--- config.mk ---
export PLATFORM = sky130hd
export DESIGN_NAME = ifd_decoder
export DESIGN_NICKNAME = d
export VERILOG_FILES = /design/src/rtl/ifd_pkg.sv /design/src/rtl/ifd_field_if.sv /design/src/rtl/ifd_mask_gen.sv /design/src/rtl/ifd_target_gen.sv /design/src/rtl/ifd_decoder.sv
export SDC_FILE = /design/constraint.sdc
export NUM_CORES = 1
export LEC_CHECK = 0
export BUFFER_PORTS_ARGS = -buffer_cell sky130_fd_sc_hd__buf_4
export CORE_UTILIZATION = 33
export DETAILED_ROUTE_END_ITERATION = 7
export GPL_ROUTABILITY_DRIVEN = 0
export SYNTH_ARGS = -nofsm -noshare
export SYNTH_HDL_FRONTEND = slang
export SYNTH_SLANG_ARGS = --single-unit
--- constraint.sdc ---
create_clock -name ref_clk -period 4.5 [get_ports ref_clk]
set_input_delay 0.45 -clock ref_clk [delete_from_list [all_inputs] [get_ports ref_clk]]
set_output_delay 0.45 -clock ref_clk [all_outputs]
set_load 0.01 [all_outputs]
--- src/rtl/ifd_pkg.sv ---
package ifd_pkg;

    // ------------------------------------------------------------
    // field positions as vector bits (word bit 0 is the msb)
    // ------------------------------------------------------------
    localparam int OPC_LSB = 26;
    localparam int OPC_W = 6;
    localparam int GPR_W = 5;
    localparam int GA_LSB = 16;
    localparam int GB_LSB = 11;
    localparam int NIB_LSB = 12;
    localparam int NIB_W = 4;
    localparam int GRP_LSB = 23;
    localparam int GRP_W = 3;
    localparam int VEC_LSB = 5;
    localparam int VEC_W = 7;
    localparam int ABS_BIT = 1;
    localparam int OFS_LSB = 2;
    localparam int OFS_W = 24;
    localparam int SAVE_BIT = 0;
    localparam int OE_BIT = 10;
    localparam int IDX_W = 5;
    localparam int MSTART_LSB = 6;
    localparam int MSTOP_LSB = 1;
    localparam int CNT_LSB = 11;
    localparam int REC_BIT = 0;

    // ------------------------------------------------------------
    // constants and reset values
    // ------------------------------------------------------------
    localparam logic [31:0] SC_ABS_ADDR = 32'h0000_1FE0;
    localparam logic [18:0] SC_HIGH = 19'h0_0000;
    localparam logic SC_LEAD = 1'h1;
    localparam logic [4:0] SC_PAD = 5'h00;
    localparam logic [31:0] NEXT_STEP = 32'h0000_0004;
    localparam logic [31:0] LINK_RST = 32'h0000_0000;
    localparam logic [31:0] FLAGS_RST = 32'h0000_0000;
    localparam logic [31:0] FSTAT_RST = 32'h0000_0000;
    localparam logic WRAP_RST = 1'h0;

    // instruction class, supplied by the fetch predecoder
    typedef enum logic [2:0] {
        IFD_CLS_OTHER,
        IFD_CLS_BRANCH,
        IFD_CLS_SYSCALL,
        IFD_CLS_FIXED,
        IFD_CLS_EXT_ARITH,
        IFD_CLS_FLOAT,
        IFD_CLS_STRING_IMM,
        IFD_CLS_FSTAT_IMM
    } ifd_class_t;

endpackage

--- src/rtl/ifd_field_if.sv ---
`timescale 1ns/1ps
`default_nettype none

// fields handed to the mask and target generators
interface ifd_field_if;
    logic [4:0] mask_start;
    logic [4:0] mask_stop;
    logic [31:0] mask;
    logic [23:0] offset;
    logic [6:0] vec_idx;
    logic abs_vec;
    logic [31:0] disp;
    logic [31:0] sc_addr;

    modport mask_mp(input mask_start, input mask_stop, output mask);
    modport tgt_mp(input offset, input vec_idx, input abs_vec, output disp, output sc_addr);
    modport use_mp(
        output mask_start, output mask_stop, output offset,
        output vec_idx, output abs_vec,
        input mask, input disp, input sc_addr
    );
endinterface

`default_nettype wire

--- src/rtl/ifd_mask_gen.sv ---
`timescale 1ns/1ps
`default_nettype none

module ifd_mask_gen
    import ifd_pkg::*;
(
    ifd_field_if.mask_mp fb
);

    // ------------------------------------------------------------
    // rotate mask, index k counts from the msb
    // ------------------------------------------------------------
    logic [5:0] stop_p1;
    logic [5:0] start_x;

    assign stop_p1 = {1'b0, fb.mask_stop} + 6'h01;
    assign start_x = {1'b0, fb.mask_start};

    // 6-bit compare so stop = 31 gives 32, not a wrap to 0
    always_comb begin
        for (int k = 0; k < 32; k++) begin
            if (start_x < stop_p1) begin
                fb.mask[31 - k] = (6'(k) >= start_x) && (6'(k) < stop_p1);
            end else if (start_x == stop_p1) begin
                fb.mask[31 - k] = 1'b1;
            end else begin
                fb.mask[31 - k] = (6'(k) >= start_x) || (6'(k) < stop_p1);
            end
        end
    end

endmodule

`default_nettype wire

--- src/rtl/ifd_target_gen.sv ---
`timescale 1ns/1ps
`default_nettype none

module ifd_target_gen
    import ifd_pkg::*;
(
    ifd_field_if.tgt_mp fb
);

    // ------------------------------------------------------------
    // branch displacement and system-call vector
    // ------------------------------------------------------------
    // word-aligned offset, sign carried into the top six bits
    assign fb.disp = {{6{fb.offset[23]}}, fb.offset, 2'b00};

    // absolute flag overrides the index-derived vector
    assign fb.sc_addr = fb.abs_vec ? SC_ABS_ADDR
        : {SC_HIGH, SC_LEAD, fb.vec_idx, SC_PAD};

endmodule

`default_nettype wire

--- src/rtl/ifd_decoder.sv ---
//
// Contract
// - primary opcode is word bits 0 to 5.
// - overflow enable on extended arithmetic updates wrap and sticky flags.
// - bits 11-15 and 16-20 select general registers.
// - bits 16-19 immediate written into one float status nibble.
// - system call, absolute flag clear: address is 1, index, five zeros.
// - system call, absolute flag set: address is 1FE0 hex.
// - bits 6-29 shifted left two and sign-extended form displacement.
// - save-return set on branch or call loads link with next address.
// - mask start from bits 21-25, stop from bits 26-30.
// - start below stop plus one: ones from start through stop.
// - start equal to stop plus one: all ones.
// - start above stop plus one: zeros between, ones elsewhere.
// - bits 16-20 give byte count of immediate string transfer.
// - record flag set updates condition flags, clear leaves them.
// - fixed-point record sets condition bits 0-2 from signed result, bit 3 from sticky overflow.
// - float record copies four exception indications to bits 4-7.
//
`timescale 1ns/1ps
`default_nettype none

module ifd_decoder
    import ifd_pkg::*;
(
    input wire logic ref_clk,
    input wire logic rst_n,
    input wire logic fetch_valid,
    input wire logic [31:0] fetch_word,
    input wire logic [31:0] fetch_addr,
    input wire ifd_class_t fetch_class,
    input wire logic ex_valid,
    input wire logic [31:0] ex_result,
    input wire logic ex_overflow,
    input wire logic [3:0] ex_fp_flags,
    output logic dec_valid_q,
    output ifd_class_t dec_class_q,
    output logic [5:0] opcode_q,
    output logic [4:0] gpr_a_q,
    output logic [4:0] gpr_b_q,
    output logic [4:0] byte_count_q,
    output logic record_q,
    output logic ovf_en_q,
    output logic [31:0] rot_mask_q,
    output logic [31:0] branch_disp_q,
    output logic [31:0] sc_addr_q,
    output logic [31:0] link_q,
    output logic [31:0] cond_q,
    output logic wrap_q,
    output logic sticky_q,
    output logic [31:0] fstat_q
);

    // ------------------------------------------------------------
    // field extraction
    // ------------------------------------------------------------
    // one shared shifter, so field positions live only in the package
    function automatic logic [31:0] fld(
        input logic [31:0] w,
        input int lsb,
        input int width
    );
        logic [31:0] m;
        m = (32'h0000_0001 << width) - 32'h0000_0001;
        return (w >> lsb) & m;
    endfunction

    ifd_field_if fb ();

    logic links;
    logic [2:0] grp;
    logic [3:0] nib;
    logic sticky_d;
    logic fixed_rec;
    logic float_rec;
    logic ovf_upd;

    // generators see the word still at the decode register input
    assign fb.mask_start = 5'(fld(fetch_word, MSTART_LSB, IDX_W));
    assign fb.mask_stop = 5'(fld(fetch_word, MSTOP_LSB, IDX_W));
    assign fb.offset = 24'(fld(fetch_word, OFS_LSB, OFS_W));
    assign fb.vec_idx = 7'(fld(fetch_word, VEC_LSB, VEC_W));
    assign fb.abs_vec = fetch_word[ABS_BIT];

    ifd_mask_gen u_mask (
        .fb(fb.mask_mp)
    );

    ifd_target_gen u_tgt (
        .fb(fb.tgt_mp)
    );

    // call or branch asking for a return address
    assign links = fetch_valid && fetch_word[SAVE_BIT]
        && (fetch_class == IFD_CLS_BRANCH || fetch_class == IFD_CLS_SYSCALL);
    assign grp = 3'(fld(fetch_word, GRP_LSB, GRP_W));
    assign nib = 4'(fld(fetch_word, NIB_LSB, NIB_W));

    // ------------------------------------------------------------
    // decode register
    // ------------------------------------------------------------
    // every field is latched so execution units see it one edge later
    always_ff @(posedge ref_clk) begin
        if (!rst_n) begin
            dec_valid_q <= 1'b0;
            dec_class_q <= IFD_CLS_OTHER;
            opcode_q <= 6'h00;
            gpr_a_q <= 5'h00;
            gpr_b_q <= 5'h00;
            byte_count_q <= 5'h00;
            record_q <= 1'b0;
            ovf_en_q <= 1'b0;
            rot_mask_q <= 32'h0000_0000;
            branch_disp_q <= 32'h0000_0000;
            sc_addr_q <= 32'h0000_0000;
        end else begin
            dec_valid_q <= fetch_valid;
            if (fetch_valid) begin
                dec_class_q <= fetch_class;
                opcode_q <= 6'(fld(fetch_word, OPC_LSB, OPC_W));
                gpr_a_q <= 5'(fld(fetch_word, GA_LSB, GPR_W));
                gpr_b_q <= 5'(fld(fetch_word, GB_LSB, GPR_W));
                byte_count_q <= 5'(fld(fetch_word, CNT_LSB, GPR_W));
                record_q <= fetch_word[REC_BIT];
                ovf_en_q <= fetch_word[OE_BIT];
                rot_mask_q <= fb.mask;
                branch_disp_q <= fb.disp;
                sc_addr_q <= fb.sc_addr;
            end
        end
    end

    // ------------------------------------------------------------
    // link register
    // ------------------------------------------------------------
    // a flag-clear branch or call leaves the old link intact
    always_ff @(posedge ref_clk) begin
        if (!rst_n) begin
            link_q <= LINK_RST;
        end else if (links) begin
            link_q <= fetch_addr + NEXT_STEP;
        end
    end

    // ------------------------------------------------------------
    // float status immediate
    // ------------------------------------------------------------
    // group 0 is the most significant nibble, hence the inverted index
    always_ff @(posedge ref_clk) begin
        if (!rst_n) begin
            fstat_q <= FSTAT_RST;
        end else if (fetch_valid && fetch_class == IFD_CLS_FSTAT_IMM) begin
            fstat_q[{~grp, 2'b00} +: 4] <= nib;
        end
    end

    // ------------------------------------------------------------
    // result-side flags
    // ------------------------------------------------------------
    // results always belong to the instruction held in the decode register
    assign ovf_upd = ex_valid && ovf_en_q && dec_class_q == IFD_CLS_EXT_ARITH;
    assign fixed_rec = ex_valid && record_q
        && (dec_class_q == IFD_CLS_FIXED || dec_class_q == IFD_CLS_EXT_ARITH);
    assign float_rec = ex_valid && record_q && dec_class_q == IFD_CLS_FLOAT;
    // summary bit copied into the flags must include this very overflow
    assign sticky_d = ovf_upd ? (sticky_q | ex_overflow) : sticky_q;

    // overflow pair, sticky only ever sets until reset
    always_ff @(posedge ref_clk) begin
        if (!rst_n) begin
            wrap_q <= WRAP_RST;
            sticky_q <= WRAP_RST;
        end else if (ovf_upd) begin
            wrap_q <= ex_overflow;
            sticky_q <= sticky_d;
        end
    end

    // condition flags, written only on a recording result
    always_ff @(posedge ref_clk) begin
        if (!rst_n) begin
            cond_q <= FLAGS_RST;
        end else if (fixed_rec) begin
            cond_q[31] <= ex_result[31];
            cond_q[30] <= !ex_result[31] && (ex_result != 32'h0000_0000);
            cond_q[29] <= (ex_result == 32'h0000_0000);
            cond_q[28] <= sticky_d;
        end else if (float_rec) begin
            cond_q[27:24] <= ex_fp_flags;
        end
    end
endmodule

`default_nettype wire

==> flow_summary_export.csv, run 1 <==
group,metric,value,unit
status,status,"completed",
finish,postLayoutCoreUtil,43.8,%
yosys,async_flop_share,0,%
cts,cts_hold_buf,0,
sta,slew_viol_final,0,
yosys,synth_fa_ha_area_share,1.20,%
worst_setup_path,slowest_delay,660,ps
finish,layout_common_cells,"286 x buf_4, 149 x dfxtp_1, 144 x nor2_1",
worst_setup_path,r2r_start,"dec_class_q[2]",
worst_setup_path,reg2regPathDepth,4,
yosys,yosys_register_bits,149,
worst_setup_path,crit_required,4830,ps
finish,area_growth,30.5,%
worst_setup_path,crit_top_cell,"ha_1",
worst_setup_path,timing.rr.end,"cond_q[26]",
worst_setup_path,cp.arrival,3560,ps
cts,clk_latency,440,ps
global_route,globalRouteTotalUtil,20.4,%
die,io_pins,329,
yosys,synth_flop_cell,"dfxtp_1",
power,ir_drop,0.186,mV
global_route,antenna_found_initial,0,
yosys,synth_top_family_by_area,"simple AND/OR/NAND/NOR gates",
finish,fillers,2439,
power,power_leakage,0.00470,µW
sta,rsz0062_at_grt,"no",
yosys,ys_seq_area_share,36.6,%
finish,antenna_cells,0,
place,dp_hpwl,19.3,mm
run,drv_cap,0,
worst_setup_path,startpoint,"fetch_word[1]",
worst_setup_path,crit_family,"compound AO/OA/AOI/OAI gates",
sta,skew,11.9,ps
finish,drive_gt1_share,28.5,%
sta,finalHoldViolations,0,
cts,cts_resized,0,
worst_setup_path,cp-end-kind,"flip-flop",
yosys,synth_cell_types,79,
worst_setup_path,crit_chain,"buf_4, inv_1, ha_1, ha_1, nor2b_1, o31a_1, o311ai_2, o211a_1, o221ai_1, a32o_1",
cts,numCtsBuffers,17,
worst_hold_path,min_to,"link_q[2]",
yosys,yosysTopAreaCell,"dfxtp_1",
global_route,grt.overflow.total,0,
die,initial_core_util,33.6,%
cts,cts-root-buf,"clkbuf_16",
cts,cts_num_sinks,149,
sta,worstMarginPinSlew,1010,ps
worst_setup_path,cp.buffers_inverters,2,
yosys,synth_area,8160,µm²
die,core,24300,µm²
worst_setup_path,reg2reg_slack,3150,ps
finish,multi_input_area,4450,µm²
routing,drtIter0Drc,532,
finish,seqCellArea,2980,µm²
cts,htreeDepth,4,
cts,cts_setup_buffers,0,
die,die_w,159,µm
sta,timing.fmax,310,MHz
cts,cts_tree,"yes",
yosys,synth_compound_area_share,18.9,%
global_route,first_global_vias,7302,
finish,final_common_cell,"buf_4",
worst_hold_path,hold_path_class,"in2reg",
place,port-buffer-count,278,
worst_setup_path,path_class,"in2reg",
routing,route.detailed.drc,0,
yosys,netlist.area_leader.share,36.6,%
yosys,synth_edf_count,0,
worst_hold_path,holdCritStartpoint,"fetch_addr[2]",
worst_hold_path,min_delay_path_depth,2,
cts,cts.clk_slew.worst_paths,80,ps
place,pre_cts_ws,867,ps
routing,dr.pass1.iters,6,
sta,relSlewSlack,32.9,%
yosys,yosys.area_share.simple,19.4,%
routing,wl_per_cell,17.3,µm
sta,tns,0,ps
sta,fin_crit,3230,ps
power,finalPower,3550,µW
die,dieArea,25400,µm²
sta,setup_viol,0,
routing,vias,7832,
yosys,synth_mux_area_share,8.89,%
worst_setup_path,crit_fanout,18,
die,std_cell_rows,57,
yosys,synth_xor_area_share,3.83,%
routing,viasPerCell,5.11,
cts,clockBufferDepth,2,
power,p_per_area,334,nW/µm²
sta,setup_ws,1270,ps
sta,finalCritPeriodShare,71.8,%
yosys,syn_area_per_cell,8.30,µm²
yosys,yosys_warnings,0,
finish,nets,1311,
global_route,grt_pass1_wl,40.7,mm
routing,wl,26.5,mm
worst_setup_path,cp-start-kind,"primary input",
yosys,netlist_instances,983,
yosys,synthTopCellsByArea,"dfxtp_1 37%, mux2i_1 8.7%, buf_4 6.9%",
die,die_h,159,µm
sta,holdWs,234,ps
routing,ant_nets,0,
worst_setup_path,cp_slowest_cell,"o211a_1",
global_route,grt_max_degree,62,
## layout make-up
type                            count  share of cell area [%]
Clock buffer                       17                    4.00
Clock inverter                     15                    1.66
Inverter                           15                   0.541
Multi-Input combinational cell    727                    41.8
Sequential cell                   149                    28.0
Tap cell                          324                    3.81
Timing Repair Buffer              286                    20.2
## metal layers
| layer | up-vias | share of wire [%] | global-route usage [%] |
|---|---|---|---|
| li1 | 3781 | - | - |
| met1 | 3648 | 41 | 24.8 |
| met2 | 356 | 47 | 34.0 |
| met3 | 47 | 8.3 | 5.44 |
| met4 | 0 | 3.3 | 8.74 |
| met5 | - | 0 | 0 |
## flip-flops by register name, indices dropped and copies added, names as in the netlist
signal         count
fstat_q           32
link_q            32
rot_mask_q        32
branch_disp_q     16
cond_q             8
sc_addr_q          8
opcode_q           6
byte_count_q       4
gpr_a_q            4
dec_class_q        3
dec_valid_q        1
record_q           1
sticky_q           1
wrap_q             1
## synth_stat cells (14+ instances only)
cell type	count
dfxtp_1	149
nand3_1	16
a21oi_1	55
a211oi_1	28
o21ai_0	52
nor2_1	144
clkbuf_1	52
nand2_1	65
mux2i_1	71
buf_4	75
nand2b_1	14
xnor2_1	18
nand4_1	14
xor2_1	14
## worst max-delay path by stage
| stage | endpoint | slack (ps) | cells past startpoint |
|---|---|---|---|
| final | rot_mask_q[13] | 1270 | 10 |
| after global routing | rot_mask_q[13] | 1160 | 10 |
| after CTS | rot_mask_q[13] | 1320 | 10 |
| after detailed placement | rot_mask_q[13] | 870 | 10 |
| after global placement | rot_mask_q[13] | 980 | 10 |
| after floorplan | rot_mask_q[15] | 1700 | 12 |
## logic make-up (layout without fill, tap and decap cells)
logic type,after synthesis,after routing
AO/OA/AOI/OAI,227,227
XOR/XNOR,34,34
adder cells (fa/ha/maj),8,8
buffers and inverters,156,333
flip-flops,149,149
multiplexers,72,72
other,1,50
AND/OR/NAND/NOR,336,336
## through the flow
stage	std cells	cell area (µm²)
floorplan	1032	8340
global placement	1501	10000
detailed placement	1501	10000
CTS	1533	10600
global route	1533	10600
finish	1533	10600
## report_power, final
| group | total (µW) | switching [µW] | internal, µW | leakage [µW] |
|---|---|---|---|---|
| clock | 1450 | 701 | 754 | 0.000295 |
| sequential | 1430 | 47.6 | 1380 | 0.00122 |
| combinational | 665 | 378 | 287 | 0.00318 |
| total | 3550 | 1130 | 2420 | 0.00470 |
Note: power is estimated with default switching activity, not from simulation.
==> inputs of run 2 (changes only) <==
==> constraint.sdc (replaced) <==
create_clock -name ref_clk -period 2.8 [get_ports ref_clk]
set_input_delay 0.28 -clock ref_clk [delete_from_list [all_inputs] [get_ports ref_clk]]
set_output_delay 0.28 -clock ref_clk [all_outputs]
set_load 0.01 [all_outputs]
==> run 2 against run 1 <==
Effect of this change:
- core utilization increased by 0.87 points
- largest cell class unchanged
- routed wire length decreased by 0.68%
- sequential share of layout area decreased by 0.55 points
- hold slack got worse by 180 ps
- critical path type unchanged
- register-to-register slack got worse by 1700 ps
==> flow_summary_export.csv, run 2 (synthesis results as in run 1) <==
group,metric,value,unit
status,status,"completed",
global_route,antenna_found_initial,0,
die,die_h,159,µm
worst_setup_path,crit_required,3130,ps
die,initial_core_util,33.6,%
worst_setup_path,cp-start-kind,"primary input",
sta,finalHoldViolations,0,
cts,numCtsBuffers,17,
place,dp.cells,1520,
die,dieArea,25400,µm²
finish,antenna_cells,0,
power,ir_drop,0.346,mV
power,power_leakage,0.00481,µW
routing,dr.pass1.iters,5,
sta,finalCritPeriodShare,81.1,%
routing,ant_nets,0,
cts,cts_setup_buffers,0,
routing,drtIter0Drc,579,
sta,relSlewSlack,55.2,%
finish,largestRegisters,"fstat_q x32, link_q x32, rot_mask_q x32",
global_route,first_global_vias,7356,
sta,rsz0062_at_grt,"no",
die,std_cell_rows,57,
sta,tns,0,ps
worst_setup_path,cp-end-kind,"flip-flop",
finish,area_growth,33.1,%
die,core,24300,µm²
worst_hold_path,hold_path_class,"in2reg",
routing,viasPerCell,5.02,
power,p_per_area,539,nW/µm²
routing,wl,26.3,mm
global_route,grt.overflow.total,0,
cts,htreeDepth,4,
cts,cts.clk_slew.worst_paths,80,ps
finish,layout_common_cells,"302 x buf_4, 149 x dfxtp_1, 144 x nor2_1",
routing,route.detailed.drc,0,
finish,final_common_cell,"buf_4",
cts,cts_num_sinks,149,
cts,cts_resized,0,
cts,cts-root-buf,"clkbuf_16",
cts,cts_tree,"yes",
finish,nets,1330,
finish,finalNonFillerCells,1552,
global_route,globalRouteTotalUtil,20.4,%
routing,vias,7793,
run,drv_cap,0,
sta,worstMarginPinSlew,672,ps
global_route,grt_pass1_wl,40.8,mm
global_route,grt_max_degree,63,
sta,slew_viol_final,0,
sta,skew,12.3,ps
die,io_pins,329,
sta,timing.fmax,440,MHz
sta,setup_viol,0,
cts,clk_latency,430,ps
cts,clockBufferDepth,2,
routing,wl_per_cell,17.0,µm
worst_setup_path,path_class,"in2reg",
die,die_w,159,µm
place,dp_hpwl,19.5,mm
finish,postLayoutCoreUtil,44.6,%
worst_setup_path,crit_fanout,16,
place,port-buffer-count,278,
cts,cts_hold_buf,0,
worst_setup_path,cp.arrival,2600,ps
finish,drive_gt1_share,29.6,%
sta,fin_crit,2270,ps
run 2: final timing paths:
check | from | end | slack [ps] | depth (start not counted)
max reg2reg | dec_class_q[0] | cond_q[29] | 1440 | 5
max | fetch_word[1] | rot_mask_q[22] | 530 | 11
min | fetch_addr[2] | link_q[2] | 60 | 2
min reg2reg | rot_mask_q[19] | rot_mask_q[19] | 460 | 2
run 2: power breakdown:
part	internal (µW)	total [µW]	switching [µW]	leakage, µW
sequential	2220	2300	72.7	0.00122
combinational	497	1110	610	0.00329
clock	1300	2450	1150	0.000307
total	4030	5860	1830	0.00481
run 2: worst max-delay path, stage by stage:
cell and delay (ps):
buf_4 80, inv_1 40, ha_1 310, ha_1 310
nor2b_1 150, o31a_1 300, o311ai_2 310, o211a_1 290
buf_12 170, o22ai_2 90, a32o_1 250
run 2: final cells by class:
| cell class | instances | area, µm² |
|---|---|---|
| inverter | 15 | 57.6 |
| fill | 2424 | 13500 |
| timing repair buffer | 305 | 2330 |
| tap | 324 | 405 |
| clock buffer | 17 | 425 |
| sequential | 149 | 2980 |
| multi-input combinational | 727 | 4450 |
| clock inverter | 15 | 208 |
run 2: metrics by stage:
step	power, µW	hold WS (ps)	cell area [µm²]	setup slack [ps]
after floorplan	3010	376	8340	175
after global placement	3440	441	10200	139
after detailed placement	3450	446	10200	105
after CTS	5900	39.7	10900	554
after global routing	6110	52.7	10900	394
final	5860	55.2	10900	529
run 2: per-layer routing:
metal	GRT usage (%)	vias to the layer above	wire (µm)
met1	25.4	3617	11300
met3	5.18	39	1990
met2	33.9	327	12400
li1	-	3810	-
met5	0	-	0
met4	7.39	0	623
